==> src/rtl/tol_pkg.sv <==
package tol_pkg;
  // register byte addresses, one 32-bit word each
  localparam logic [7:0] TOL_ADDR_CTRL = 8'h00;
  localparam logic [7:0] TOL_ADDR_ALARM1_LVL = 8'h04;
  localparam logic [7:0] TOL_ADDR_ALARM2_LVL = 8'h08;
  localparam logic [7:0] TOL_ADDR_INHIBIT_LVL = 8'h0c;
  localparam logic [7:0] TOL_ADDR_TRIP_LVL = 8'h10;
  localparam logic [7:0] TOL_ADDR_TRIP_DELAY = 8'h14;
  localparam logic [7:0] TOL_ADDR_STATUS = 8'h18;
  localparam logic [7:0] TOL_ADDR_SERVICE_FACTOR = 8'h1c;
  localparam logic [7:0] TOL_ADDR_AMB_K_MIN = 8'h20;
  localparam logic [7:0] TOL_ADDR_AMB_K_MAX = 8'h24;
  localparam logic [7:0] TOL_ADDR_NOM_SCALE = 8'h28;
  // control field positions
  localparam int TOL_CTRL_EN_ALARM1 = 0;
  localparam int TOL_CTRL_EN_ALARM2 = 1;
  localparam int TOL_CTRL_EN_INHIBIT = 2;
  localparam int TOL_CTRL_EN_TRIP = 3;
  // status field positions
  localparam int TOL_ST_OUTS_LSB = 0;
  localparam int TOL_ST_START = 4;
  localparam int TOL_ST_BLOCKED = 5;
  localparam int TOL_ST_COND_LSB = 8;
  localparam int TOL_ST_LOAD_LSB = 12;
  localparam int TOL_ST_FAULT_LSB = 16;
  // widths: thermal capacity and current in 0.1 % units
  localparam int TOL_LVL_W = 11;
  localparam int TOL_CAP_W = 16;
  localparam int TOL_DLY_W = 20;
  localparam int TOL_FAC_W = 10;
  // reset values and setting limits
  localparam logic [TOL_LVL_W-1:0] TOL_RST_ALARM1_LVL = 11'h190;  // 40.0 %
  localparam logic [TOL_LVL_W-1:0] TOL_RST_ALARM2_LVL = 11'h190;  // 40.0 %
  localparam logic [TOL_LVL_W-1:0] TOL_RST_INHIBIT_LVL = 11'h320; // 80.0 %
  localparam logic [TOL_LVL_W-1:0] TOL_RST_TRIP_LVL = 11'h3e8;    // 100.0 %
  localparam logic [TOL_LVL_W-1:0] TOL_LVL_MAX = 11'h5dc;         // 150.0 %
  localparam logic [TOL_DLY_W-1:0] TOL_RST_TRIP_DELAY = 20'h00000; // no added delay
  localparam logic [TOL_DLY_W-1:0] TOL_DLY_MAX = 20'hafc80;        // 3600 s in 5 ms steps
  localparam logic [TOL_FAC_W-1:0] TOL_FAC_ONE = 10'h064;          // 1.00 in 0.01 steps
  localparam logic [TOL_FAC_W-1:0] TOL_FAC_MAX = 10'h1f4;          // 5.00
  // load classification limits in 0.1 % of nominal
  localparam logic [TOL_CAP_W-1:0] TOL_LIGHT_LIMIT = 16'h000a;     // 1 %
  localparam logic [TOL_CAP_W-1:0] TOL_HIGH_LIMIT = 16'h07d0;      // 2 x nominal
  // timing
  localparam longint TOL_CLK_HZ = 200000000;
  localparam longint TOL_STEP_US = 5000;                           // 5 ms delay step
  localparam longint TOL_STEP_CYC = TOL_STEP_US * TOL_CLK_HZ / 1000000;

  // operating condition code
  typedef enum logic [2:0] {
    TOL_COND_NORMAL,
    TOL_COND_ALARM1,
    TOL_COND_ALARM2,
    TOL_COND_INHIBIT,
    TOL_COND_TRIP,
    TOL_COND_BLOCKED
  } tol_cond_t;

  // load classification
  typedef enum logic [1:0] {
    TOL_LOAD_LIGHT,
    TOL_LOAD_NORMAL,
    TOL_LOAD_OVER,
    TOL_LOAD_HIGH
  } tol_load_t;

  // stage outputs toward i/o matrix and user logic
  typedef struct packed {
    logic trip;
    logic inhibit;
    logic alarm2;
    logic alarm1;
  } tol_outs_t;

  // setting-fault flags
  typedef struct packed {
    logic amb_k_inconsistent;
    logic nominal;
    logic ambient;
    logic service_factor;
  } tol_fault_t;
endpackage

==> src/rtl/tol_stage.sv <==
// The implementer's own choices: strobed register access and the register addresses.
`timescale 1ns/100ps
`default_nettype none
module tol_stage
  import tol_pkg::*;
#(
  parameter longint STEP_CYCLES = TOL_STEP_CYC  // clocks per 5 ms delay step
) (
  input wire logic clock_in,                  // 200 mhz clock
  input wire logic srst_in,                   // synchronous reset, active high
  input wire logic cycle_tick_in,             // program cycle start pulse
  input wire logic block_in,                  // blocking matrix input
  input wire logic [TOL_CAP_W-1:0] cap_in,    // thermal capacity, 0.1 %
  input wire logic [TOL_CAP_W-1:0] current_in, // measured current, 0.1 % of nominal
  input wire logic [7:0] addr_in,             // register byte address
  input wire logic [31:0] wdata_in,           // write data
  input wire logic wr_in,                     // write strobe
  input wire logic rd_in,                     // read strobe
  output logic [31:0] rdata_out,              // read data, cycle after strobe
  output tol_outs_t outs_out,                 // alarm1/alarm2/inhibit/trip
  output logic start_out,                     // start indication
  output logic blocked_out,                   // blocked indication
  output tol_cond_t cond_out,                 // operating condition code
  output tol_load_t load_out,                 // load classification
  output tol_fault_t fault_out,               // setting-fault flags
  output logic [TOL_FAC_W-1:0] sf_used_out,   // service factor in use
  output logic [TOL_FAC_W-1:0] amb_k_used_out, // ambient correction in use
  output logic [TOL_FAC_W-1:0] nom_used_out   // nominal scale in use
);

  localparam logic [31:0] STEP_LAST = 32'(STEP_CYCLES - 1);
  // the delay timebase divides the clock into 5 ms steps
  // a step of one clock is allowed: STEP_LAST is then zero
  // and every clock counts as a whole step
  // the step counter is 32 bits wide so long steps fit
  // simulation shortens the step through the parameter;
  // the delay setting itself keeps its full range

  // settings registers
  logic [3:0] en_r;                           // output enables
  logic [TOL_LVL_W-1:0] lvl_a1_r;             // alarm 1 level
  logic [TOL_LVL_W-1:0] lvl_a2_r;             // alarm 2 level
  logic [TOL_LVL_W-1:0] lvl_inh_r;            // restart inhibit level
  logic [TOL_LVL_W-1:0] lvl_trip_r;           // trip level
  logic [TOL_DLY_W-1:0] trip_dly_r;           // added trip delay, steps
  logic [TOL_FAC_W-1:0] sf_r;                 // service factor setting
  logic [TOL_FAC_W-1:0] kmin_r;               // ambient k at min temp
  logic [TOL_FAC_W-1:0] kmax_r;               // ambient k at max temp
  logic [TOL_FAC_W-1:0] nom_r;                // nominal current scale
  // timing state
  logic [31:0] step_cnt_r;                    // clocks within a delay step
  logic [TOL_DLY_W-1:0] dly_cnt_r;            // elapsed delay steps
  logic dly_done;                             // added delay has passed
  // comparisons and validity
  logic reach_a1, reach_a2, reach_inh, reach_trip;
  logic sf_bad, amb_bad, nom_bad, k_incons;
  logic [TOL_FAC_W-1:0] sf_eff;               // service factor after override
  logic [TOL_CAP_W+TOL_FAC_W-1:0] pickup_lim; // pick-up current limit, 0.1 %
  tol_load_t load_nxt;
  tol_outs_t outs_nxt;
  tol_cond_t cond_nxt;

  // all settings sit in one bank; a group switch is software
  // rewriting these words, and each new value acts from the
  // clock after its write, so a half-applied group is seen
  // by the comparators for no longer than the writes take
  // status and unmapped words ignore writes silently
  // levels and delay are clipped rather than refused, so a
  // careless write still leaves a usable setting
  // the output enables come straight from the low bits
  // register writes; new settings act from the next clock
  always_ff @(posedge clock_in) begin
    if (srst_in) begin
      en_r <= 4'h0;
      lvl_a1_r <= TOL_RST_ALARM1_LVL;
      lvl_a2_r <= TOL_RST_ALARM2_LVL;
      lvl_inh_r <= TOL_RST_INHIBIT_LVL;
      lvl_trip_r <= TOL_RST_TRIP_LVL;
      trip_dly_r <= TOL_RST_TRIP_DELAY;
      sf_r <= TOL_FAC_ONE;
      kmin_r <= TOL_FAC_ONE;
      kmax_r <= TOL_FAC_ONE;
      nom_r <= TOL_FAC_ONE;
    end else if (wr_in) begin
      unique case (addr_in)
        TOL_ADDR_CTRL: en_r <= wdata_in[3:0];
        TOL_ADDR_ALARM1_LVL: lvl_a1_r <= clip_lvl(wdata_in);
        TOL_ADDR_ALARM2_LVL: lvl_a2_r <= clip_lvl(wdata_in);
        TOL_ADDR_INHIBIT_LVL: lvl_inh_r <= clip_lvl(wdata_in);
        TOL_ADDR_TRIP_LVL: lvl_trip_r <= clip_lvl(wdata_in);
        TOL_ADDR_TRIP_DELAY: begin
          // delay range is clipped at 3600 s
          if (wdata_in[31:TOL_DLY_W] != '0 || wdata_in[TOL_DLY_W-1:0] > TOL_DLY_MAX) begin
            trip_dly_r <= TOL_DLY_MAX;
          end else begin
            trip_dly_r <= wdata_in[TOL_DLY_W-1:0];
          end
        end
        TOL_ADDR_SERVICE_FACTOR: sf_r <= wdata_in[TOL_FAC_W-1:0];
        TOL_ADDR_AMB_K_MIN: kmin_r <= wdata_in[TOL_FAC_W-1:0];
        TOL_ADDR_AMB_K_MAX: kmax_r <= wdata_in[TOL_FAC_W-1:0];
        TOL_ADDR_NOM_SCALE: nom_r <= wdata_in[TOL_FAC_W-1:0];
        default: ;  // unmapped or read-only: ignored
      endcase
    end
  end

  // any bit above the level field counts as out of range;
  // clipping to the top of the range keeps an overshoot
  // from wrapping to a tiny, over-sensitive level
  // level setting limited to 150 %
  function automatic logic [TOL_LVL_W-1:0] clip_lvl(input logic [31:0] v);
    if (v[31:TOL_LVL_W] != '0 || v[TOL_LVL_W-1:0] > TOL_LVL_MAX) begin
      return TOL_LVL_MAX;
    end
    return v[TOL_LVL_W-1:0];
  endfunction

  // capacity is unsigned, so a zero level is always reached;
  // that is the user's choice and is not guarded against
  // the comparators are combinational on purpose: the result
  // is only latched at a cycle start, so a capacity glitch
  // between cycle starts never reaches an output
  // the levels are zero-extended to the capacity width
  // threshold comparisons, equal counts as reached
  always_comb begin
    reach_a1 = cap_in >= TOL_CAP_W'(lvl_a1_r);
    reach_a2 = cap_in >= TOL_CAP_W'(lvl_a2_r);
    reach_inh = cap_in >= TOL_CAP_W'(lvl_inh_r);
    reach_trip = cap_in >= TOL_CAP_W'(lvl_trip_r);
  end

  // a zero factor or one above 5.00 is treated as a bad
  // setting; the flag and the substitution come from the
  // same term so they can never disagree
  // inconsistent ambient k is only judged when both ends are
  // valid, so one fault does not light two flags
  // pick-up limit is factor x nominal, in current units
  // setting validity checks and overrides to 1.0
  always_comb begin
    sf_bad = (sf_r == '0) || (sf_r > TOL_FAC_MAX);
    amb_bad = (kmin_r == '0) || (kmin_r > TOL_FAC_MAX) ||
              (kmax_r == '0) || (kmax_r > TOL_FAC_MAX);
    nom_bad = (nom_r == '0) || (nom_r > TOL_FAC_MAX);
    k_incons = !amb_bad && (kmin_r < kmax_r);
    sf_eff = sf_bad ? TOL_FAC_ONE : sf_r;
    pickup_lim = (TOL_CAP_W+TOL_FAC_W)'(sf_eff) * (TOL_CAP_W+TOL_FAC_W)'(10);
  end

  // checks run light, high overload, overloading, then normal; the light-load test
  // comes first so a zero current never reads as normal
  // overloading needs more than the pick-up limit, so a
  // current exactly at the limit stays normal
  // a service factor above 2.00 leaves no overloading band:
  // such currents read as high overload directly
  // load classification from measured current
  always_comb begin
    if (current_in < TOL_LIGHT_LIMIT) begin
      load_nxt = TOL_LOAD_LIGHT;
    end else if (current_in > TOL_HIGH_LIMIT) begin
      load_nxt = TOL_LOAD_HIGH;
    end else if ((TOL_CAP_W+TOL_FAC_W)'(current_in) > pickup_lim) begin
      load_nxt = TOL_LOAD_OVER;
    end else begin
      load_nxt = TOL_LOAD_NORMAL;
    end
  end

  // the step counter only runs while the stage is started;
  // releasing the start clears it so the next start always
  // begins a fresh step rather than a partial one
  // hazard: the delay is measured from the start rising, not
  // from the level being reached, and the output register
  // below rounds it up to the next cycle start
  // a user must allow two program cycles of extra latency
  // on top of the set delay when grading protection
  // delay step timebase, runs only while started
  always_ff @(posedge clock_in) begin
    if (srst_in || !start_out) begin
      step_cnt_r <= 32'h0;
    end else if (step_cnt_r >= STEP_LAST) begin
      step_cnt_r <= 32'h0;
    end else begin
      step_cnt_r <= step_cnt_r + 32'h1;
    end
  end

  // elapsed delay steps; cleared on release or blocking
  always_ff @(posedge clock_in) begin
    if (srst_in || !start_out) begin
      dly_cnt_r <= '0;
    end else if (step_cnt_r >= STEP_LAST && !dly_done) begin
      dly_cnt_r <= dly_cnt_r + TOL_DLY_W'(1);
    end
  end

  // zero delay passes straight through
  assign dly_done = dly_cnt_r >= trip_dly_r;

  // pick-up means the trip level reached with trip enabled
  // blocking at a cycle start turns a pick-up into a blocked
  // indication and drops a running start; dropping the start
  // also clears the delay count, the same release path as a
  // pick-up that goes away
  // a source that raises blocking less than one cycle before
  // the delay runs out may be too late to stop the trip
  // blocking between cycle starts is not seen at all
  // start and blocked indications, evaluated per program cycle
  always_ff @(posedge clock_in) begin
    if (srst_in) begin
      start_out <= 1'b0;
      blocked_out <= 1'b0;
    end else if (cycle_tick_in) begin
      // blocking only counts when it is present at a cycle start
      start_out <= en_r[TOL_CTRL_EN_TRIP] && reach_trip && !block_in;
      blocked_out <= en_r[TOL_CTRL_EN_TRIP] && reach_trip && block_in;
    end
  end

  // a disabled output stays low whatever the capacity
  // blocking holds every output low, not only the trip
  // the trip needs the registered start, so it lags the start
  // by one cycle even with no added delay
  // the trip also needs the level still reached, so a drop
  // below the level in the same cycle suppresses it
  // enabled and unblocked output levels
  always_comb begin
    outs_nxt.alarm1 = en_r[TOL_CTRL_EN_ALARM1] && reach_a1 && !block_in;
    outs_nxt.alarm2 = en_r[TOL_CTRL_EN_ALARM2] && reach_a2 && !block_in;
    outs_nxt.inhibit = en_r[TOL_CTRL_EN_INHIBIT] && reach_inh && !block_in;
    // trip only after the started stage has served its delay
    outs_nxt.trip = start_out && reach_trip && !block_in && dly_done;
  end

  // only one code is reported; blocking outranks a trip,
  // which outranks the inhibit and the two alarms
  // normal is shown exactly when no output is driven and no blocked pick-up is present
  // the code uses the same next values as the outputs,
  // so both always change at the same cycle start
  // condition code, most severe first
  always_comb begin
    if (en_r[TOL_CTRL_EN_TRIP] && reach_trip && block_in) begin
      cond_nxt = TOL_COND_BLOCKED;
    end else if (outs_nxt.trip) begin
      cond_nxt = TOL_COND_TRIP;
    end else if (outs_nxt.inhibit) begin
      cond_nxt = TOL_COND_INHIBIT;
    end else if (outs_nxt.alarm2) begin
      cond_nxt = TOL_COND_ALARM2;
    end else if (outs_nxt.alarm1) begin
      cond_nxt = TOL_COND_ALARM1;
    end else begin
      cond_nxt = TOL_COND_NORMAL;
    end
  end

  // the alarm, inhibit and trip outputs and the code come from flip-flops and only move at a
  // cycle start, so downstream logic sees one value per cycle
  // load class follows the same pacing as the outputs
  // reset leaves all outputs low and the code at normal
  // so nothing is driven before the first cycle start
  // outputs and condition code update at each program cycle start
  always_ff @(posedge clock_in) begin
    if (srst_in) begin
      outs_out <= '0;
      cond_out <= TOL_COND_NORMAL;
      load_out <= TOL_LOAD_LIGHT;
    end else if (cycle_tick_in) begin
      outs_out <= outs_nxt;
      cond_out <= cond_nxt;
      load_out <= load_nxt;
    end
  end

  // flags have no latch or clear: each is shown only while
  // its setting is bad and drops the clock after a good write
  // the substituted value is what the thermal image would use
  // these are not paced by the cycle start, since settings
  // change from software and not from the measurement
  // fault flags and substituted values follow settings every clock
  always_ff @(posedge clock_in) begin
    if (srst_in) begin
      fault_out <= '0;
      sf_used_out <= TOL_FAC_ONE;
      amb_k_used_out <= TOL_FAC_ONE;
      nom_used_out <= TOL_FAC_ONE;
    end else begin
      fault_out.service_factor <= sf_bad;
      fault_out.ambient <= amb_bad;
      fault_out.nominal <= nom_bad;
      fault_out.amb_k_inconsistent <= k_incons;
      sf_used_out <= sf_eff;
      amb_k_used_out <= amb_bad ? TOL_FAC_ONE : kmax_r;
      nom_used_out <= nom_bad ? TOL_FAC_ONE : nom_r;
    end
  end

  // the read port answers one clock after the strobe and
  // returns zero otherwise, so a stale word is never seen
  // status fields mirror the output registers bit for bit
  // settings read back as stored, after any clipping, so
  // software can see what is really in force
  // read data, valid only in the cycle after the read strobe
  always_ff @(posedge clock_in) begin
    if (srst_in || !rd_in) begin
      rdata_out <= 32'h0;
    end else begin
      unique case (addr_in)
        TOL_ADDR_CTRL: rdata_out <= {28'h0, en_r};
        TOL_ADDR_ALARM1_LVL: rdata_out <= 32'(lvl_a1_r);
        TOL_ADDR_ALARM2_LVL: rdata_out <= 32'(lvl_a2_r);
        TOL_ADDR_INHIBIT_LVL: rdata_out <= 32'(lvl_inh_r);
        TOL_ADDR_TRIP_LVL: rdata_out <= 32'(lvl_trip_r);
        TOL_ADDR_TRIP_DELAY: rdata_out <= 32'(trip_dly_r);
        TOL_ADDR_STATUS: rdata_out <= {12'h0, fault_out, 2'h0, load_out, 1'b0, cond_out,
                                       2'h0, blocked_out, start_out, outs_out};
        TOL_ADDR_SERVICE_FACTOR: rdata_out <= 32'(sf_r);
        TOL_ADDR_AMB_K_MIN: rdata_out <= 32'(kmin_r);
        TOL_ADDR_AMB_K_MAX: rdata_out <= 32'(kmax_r);
        TOL_ADDR_NOM_SCALE: rdata_out <= 32'(nom_r);
        default: rdata_out <= 32'h0;  // unmapped reads as zero
      endcase
    end
  end

endmodule
`default_nettype wire

==> config.mk <==
export PLATFORM = sky130hd
export DESIGN_NAME = tol_stage
export DESIGN_NICKNAME = d
export VERILOG_FILES = /design/src/rtl/tol_pkg.sv /design/src/rtl/tol_stage.sv
export SDC_FILE = /design/constraint.sdc
export NUM_CORES = 1
export LEC_CHECK = 0
export BUFFER_PORTS_ARGS = -buffer_cell sky130_fd_sc_hd__buf_2
export CAP_MARGIN = 20
export CORE_MARGIN = 10
export CORE_UTILIZATION = 35
export CTS_CLUSTER_DIAMETER = 100
export DETAILED_ROUTE_END_ITERATION = 12
export PLACE_DENSITY = 0.53
export SLEW_MARGIN = 20
export SYNTH_ARGS = -nofsm -noshare
export SYNTH_HDL_FRONTEND = slang
export SYNTH_SLANG_ARGS = --single-unit
==> constraint.sdc <==
create_clock -name clock_in -period 5.2 [get_ports clock_in]
set_clock_uncertainty 0.05 [all_clocks]
set_input_delay 0.26 -clock clock_in [delete_from_list [all_inputs] [get_ports clock_in]]
set_output_delay 0.26 -clock clock_in [all_outputs]
set_load 0.005 [all_outputs]
==> flow_metrics.env, run 1 <==
export IMPL_rsz0062_at_grt="false"
export IMPL_htree_levels=1
export IMPL_synth_top_family_by_area="simple AND/OR/NAND/NOR gates"
export IMPL_initial_core_util_pct=35.34
export IMPL_post_cts_setup_buffer_count=0
export IMPL_yosysTopAreaCellShare_pct=39.27
export IMPL_cts_path_max_buffers=3
export IMPL_yosysSeqAreaShare_pct=39.27
export IMPL_grt_pass1_vias=10270
export IMPL_insertedDiodeCount=0
export IMPL_routed_wl_mm=41.19
export IMPL_avgViaCountPerCell=5.448
export IMPL_vias=10670
export IMPL_synth_largest_area_cell="dfxtp_1"
export IMPL_finalHoldViolations=0
export IMPL_dp_hpwl_mm=31.12
export IMPL_finalNetCount=1679
export IMPL_hold_class="in2reg"
export IMPL_coreArea_um2=32450
export IMPL_grt_max_degree=63
export IMPL_p_per_area_nw_per_um2=280.0
export IMPL_ir_drop_v=0.0002352
export IMPL_status="finished clean"
export IMPL_drc_errors=0
export IMPL_setup_viol=0
export IMPL_ys_seq_elements=225
export IMPL_ctsResizeCount=0
export IMPL_groute_usage_overall_pct=19.51
export IMPL_portBuffers=142
export IMPL_synthCells=1355
export IMPL_tightest_slew_ns=1.118
export IMPL_fp_dieW_um=201.0
export IMPL_ys_flop_type="dfxtp_1"
export IMPL_layout_drive_gt1_share_pct=14.71
export IMPL_synth_warnings=0
export IMPL_wire_per_inst_um=21.04
export IMPL_yosys_top_cells_area="dfxtp_1 (39%), ha_1 (11%), nand2_1 (4.7%)"
export IMPL_cp_start_kind="flip-flop"
export IMPL_ff2ff_setup_slack_ns=0.55
export IMPL_rows=66
export IMPL_synth_edff_count=0
export IMPL_end_kind="flip-flop"
export IMPL_die_y_um=201.0
export IMPL_ys_types=65
export IMPL_globalRouteOverflowTotal=0
export IMPL_clkTransAtPathRegs_ns=0.06
export IMPL_cts_tree="built"
export IMPL_crit_type="reg2reg"
export IMPL_fmax_mhz=215.0
export IMPL_hold_slack_ns=0.03763
export IMPL_critical_path_required_ns=5.61
export IMPL_num_io_pins=155
export IMPL_synth_simple_area_share_pct=21.46
export IMPL_cts_made_buffers=27
export IMPL_synth_mux_area_share_pct=0.2618
export IMPL_syn_area_um2=11470
export IMPL_synth_xor_area_share_pct=2.138
export IMPL_post_place_ws_ns=0.5417
export IMPL_grt_first_pass_wirelength_mm=62.51
export IMPL_worst_slack_ns=0.5486
export IMPL_place_gp_congestion=0.8927
export IMPL_synthTopCellsByCount="dfxtp_1 (225), nand2_1 (145), nor2_1 (108)"
export IMPL_numClockSinks=225
export IMPL_p_leak_uw=0.005435
export IMPL_die_area_um2=40410
export IMPL_cp_arrival_ns=5.07
export IMPL_critPathMaxFanout=8
export IMPL_antenna_found_initial=0
export IMPL_synthAdderAreaFrac_pct=11.39
export IMPL_ant_nets=0
export IMPL_dr_pass1_iters=7
export IMPL_dr_first_iter_drc_count=934
export IMPL_slew_headroom_pct=25.16
export IMPL_async_flop_share_pct=0
export IMPL_clock_root_buffer="clkbuf_16"
export IMPL_clk_latency_ns=0.55
export IMPL_avgSynthCellArea_um2=8.465
export IMPL_period_share_pct=89.45
export IMPL_area_growth_pct=17.76
export IMPL_post_route_min_period_ns=4.651
export IMPL_slew_violations=0
export IMPL_totalNegativeSetupSlack_ns=0
export IMPL_yosysMostFrequentCell="dfxtp_1"
export IMPL_maxCapViolations=0
export IMPL_synth_compound_area_share_pct=19.30
through the flow:
stage | power [µW] | cell area, µm² | utilization [%] | instances
2_1_floorplan | 1875 | 11570 | - | 1382
3_3_place_gp | 1956 | 12550 | 38.67 | 1901
3_5_place_dp | 1958 | 12550 | 38.67 | 1901
4_1_cts | 3819 | 13510 | 41.62 | 1958
5_1_grt | 3903 | 13510 | 41.62 | 1958
6_report | 3781 | 13510 | 41.62 | 1958
worst max-delay path, cell delays in order, from the launching register on:
cell,delay [ns]
dfxtp_1,0.40
nor4_1,0.35
a31oi_1,0.26
and2_1,0.28
nand2_1,0.14
inv_1,0.06
ha_1,0.28
ha_1,0.17
inv_1,0.06
fa_1,0.39
nor2b_1,0.11
o21ai_0,0.10
a21oi_1,0.18
o21ai_0,0.09
nand2b_1,0.11
a21oi_1,0.08
maj3_1,0.36
ha_1,0.30
nand4_1,0.09
nor2_1,0.11
o31ai_1,0.09
a31oi_1,0.22
o21ai_0,0.12
a21oi_1,0.16
final timing paths:
check / cells after the start / start / end
max: 23 / sf_r[6]$_SDFFE_PP1P_ / load_out[1]$_SDFFE_PP0P_
min: 3 / wdata_in[8] / kmin_r[8]$_SDFFE_PP0P_
max reg2reg: 23 / sf_r[6]$_SDFFE_PP1P_ / load_out[1]$_SDFFE_PP0P_
min reg2reg: 2 / step_cnt_r[19]$_SDFF_PP0_ / step_cnt_r[19]$_SDFF_PP0_
flip-flops by register name, indices dropped and copies added, names as in the netlist, 10 cells and up:
register	cells
sf_used_out	10
sf_r	10
dly_cnt_r	20
trip_dly_r	20
kmin_r	10
lvl_inh_r	11
nom_r	10
rdata_out	20
amb_k_used_out	10
kmax_r	10
lvl_trip_r	11
step_cnt_r	32
lvl_a1_r	11
nom_used_out	10
lvl_a2_r	11
routing by layer:
layer | vias up | track usage [%] | share of wire (%)
met5 | - | 0 | 0
met4 | 0 | 6.735 | 3.2
met3 | 87 | 4.050 | 7.3
met2 | 396 | 31.91 | 46
met1 | 5027 | 24.94 | 44
li1 | 5157 | - | -
report_power, final:
group          leakage, µW  internal (µW)  total, µW  switching, µW
Combinational      0.00320           64.5        192            127
Clock             0.000417           1090       1850            760
Sequential         0.00182           1730       1740           5.60
area by class of cell:
type	count	area [µm²]
Inverter	95	356.6
Fill cell	3294	18950
Multi-Input combinational cell	989	6365
Timing Repair Buffer	160	870.8
Sequential cell	225	4504
Tap cell	442	553.0
Clock buffer	35	735.7
Clock inverter	12	121.4
cell families after synthesis:
logic type,Yosys count
DFF,225
and+or+nand+nor,502
AOI/OAI and AO/OA,323
adders and majority gates,104
buffers and inverters,168
muxes,3
other,2
xor gates and xnor gates,28
what timing repair did:
item / 4_1_cts / 5_1_grt
hold endpoints to repair: 10 / 0
endpoints found under the setup margin: 0 / 0
hold buffers: 10 / 0
placed cells by master (no fill, tap or decap), types with 27 or more instances in the layout:
cell type,netlist,final
a21oi_1,93,93
a22oi_1,27,27
buf_2,8,142
clkbuf_16,0,27
conb_1,2,29
dfxtp_1,225,225
ha_1,102,102
inv_1,93,93
nand2_1,145,145
nand3_1,62,62
nor2_1,108,108
o211ai_1,27,27
o21ai_0,34,34
No activity file was read; power rests on OpenSTA's default activity.
==> run 2: changes to the inputs <==
Settings changed: PLACE_DENSITY 0.53 to 0.64.
==> run 2 against run 1 <==
Count of clock-buffer cells in the layout unchanged; via count up 0.83%; sequential power about the same; sequential share of layout area down 0.32 points; global-route usage down 1.1 points; largest power group unchanged; maximum frequency up 2.5%; critical path type unchanged; setup slack better by 0.12 ns; non-clock buffer count unchanged.
==> flow_metrics.env, run 2 (synthesized netlist as in run 1, its figures left out) <==
export IMPL_status="finished clean"
export IMPL_cts_path_max_buffers=3
export IMPL_fmax_mhz=220.5
export IMPL_ir_drop_v=0.0002366
export IMPL_dr_pass1_iters=6
export IMPL_finalNetCount=1680
export IMPL_tightest_slew_ns=1.023
export IMPL_num_io_pins=155
export IMPL_coreArea_um2=32450
export IMPL_htree_levels=1
export IMPL_ctsResizeCount=0
export IMPL_place_gp_congestion=0.9148
export IMPL_top_register="step_cnt_r"
export IMPL_cp_start_kind="flip-flop"
export IMPL_grt_max_degree=68
export IMPL_largest_register_ffs=32
export IMPL_layout_drive_gt1_share_pct=15.06
export IMPL_final_cell_mix="dfxtp_1 (225), nand2_1 (145), buf_2 (142), nor2_1 (108), ha_1 (102)"
export IMPL_totalNegativeSetupSlack_ns=0
export IMPL_avgViaCountPerCell=5.474
export IMPL_dp_hpwl_mm=29.80
export IMPL_die_y_um=201.0
export IMPL_vias=10760
export IMPL_maxCapViolations=0
export IMPL_grt_first_pass_wirelength_mm=59.87
export IMPL_hold_slack_ns=0.04183
export IMPL_fill_cells=3218
export IMPL_holdBufCountCts=10
export IMPL_clkTransAtPathRegs_ns=0.06
export IMPL_numClockSinks=225
export IMPL_worstRegToRegCells=23
export IMPL_slew_violations=0
export IMPL_end_kind="flip-flop"
export IMPL_dr_first_iter_drc_count=1202
export IMPL_drc_errors=0
export IMPL_portBuffers=142
export IMPL_crit_type="reg2reg"
export IMPL_area_growth_pct=18.89
export IMPL_critPathMaxFanout=8
export IMPL_post_route_min_period_ns=4.536
export IMPL_initial_core_util_pct=35.34
export IMPL_placed_cell_area_um2=12540
export IMPL_cp_arrival_ns=4.94
export IMPL_layout_commonest_cell="dfxtp_1"
export IMPL_groute_usage_overall_pct=18.41
export IMPL_post_place_ws_ns=0.7016
export IMPL_post_cts_setup_buffer_count=0
export IMPL_period_share_pct=87.23
export IMPL_hold_class="in2reg"
export IMPL_routed_wl_mm=39.22
export IMPL_min_path_cells=3
export IMPL_globalRouteOverflowTotal=0
export IMPL_cts_made_buffers=28
export IMPL_grt_pass1_vias=10250
export IMPL_cts_tree="built"
export IMPL_ant_nets=0
export IMPL_worst_slack_ns=0.6642
export IMPL_setup_viol=0
export IMPL_p_per_area_nw_per_um2=292.6
export IMPL_antenna_found_initial=4
export IMPL_wire_per_inst_um=19.96
export IMPL_rsz0062_at_grt="false"
export IMPL_clk_latency_ns=0.54
export IMPL_rows=66
export IMPL_finalHoldViolations=0
export IMPL_stdcell_area_um2=13640
export IMPL_clock_root_buffer="clkbuf_16"
export IMPL_slew_headroom_pct=31.83
export IMPL_critical_path_required_ns=5.61
export IMPL_p_leak_uw=0.005497
export IMPL_die_area_um2=40410
export IMPL_fp_dieW_um=201.0
[run 2: worst max-delay path: stages (launching register included)]
cell and delay (ns):
dfxtp_1 0.39, nor4_1 0.30, a31oi_1 0.24, and2_1 0.29
nand2_1 0.14, inv_1 0.05, ha_1 0.27, ha_1 0.16
inv_1 0.06, fa_1 0.39, nor2b_1 0.11, o21ai_0 0.10
a21oi_1 0.18, o21ai_0 0.10, nand2b_1 0.12, a21oi_1 0.09
maj3_1 0.37, ha_1 0.30, nand4_1 0.09, nor2_1 0.12
o31ai_1 0.09, a31oi_1 0.21, o21ai_0 0.12, a21oi_1 0.14
[run 2: per-layer routing]
layer	routed length (µm)	vias up	share of wire, %	track usage [%]
met5	25	-	0.064	0
li1	-	5164	-	-
met3	3291	92	8.4	3.776
met2	17900	476	46	30.07
met1	16610	5020	42	23.67
met4	1399	4	3.6	6.140
[run 2: final cells by class]
class | instances | area, µm² | share of cell area (%)
multi-input cells | 989 | 6365 | 46.67
flip-flops and latches | 225 | 4504 | 33.03
repair buffers | 160 | 874.6 | 6.413
clock buffers | 35 | 768.2 | 5.634
well taps | 442 | 553.0 | 4.055
inverters | 95 | 356.6 | 2.615
clock inverters | 17 | 210.2 | 1.541
diodes | 2 | 5.005 | 0.03670
[run 2: final timing paths]
check | slack [ns] | start | end
setup reg to reg | 0.66 | sf_r[6]$_SDFFE_PP1P_ | load_out[1]$_SDFFE_PP0P_
setup / recovery | 0.66 | sf_r[6]$_SDFFE_PP1P_ | load_out[1]$_SDFFE_PP0P_
hold / removal | 0.04 | wdata_in[9] | kmin_r[9]$_SDFFE_PP0P_
hold reg to reg | 0.42 | step_cnt_r[0]$_SDFF_PP0_ | step_cnt_r[0]$_SDFF_PP0_
[run 2: per-stage QoR]
stage                     util (%)  std cells  total power [µW]
after floorplan                  -       1382              1875
after global placement       38.65       1900              1951
after detailed placement     38.65       1900              1955
after CTS                    41.97       1962              4011
after global routing         42.01       1964              4092
final                        42.02       1965              3990
[run 2: power breakdown]
part / total (µW) / internal [µW] / switching [µW]
Combinational: 189 / 64.6 / 125
Sequential: 1740 / 1730 / 5.76
Clock: 2060 / 1250 / 808
Total: 3990 / 3050 / 938
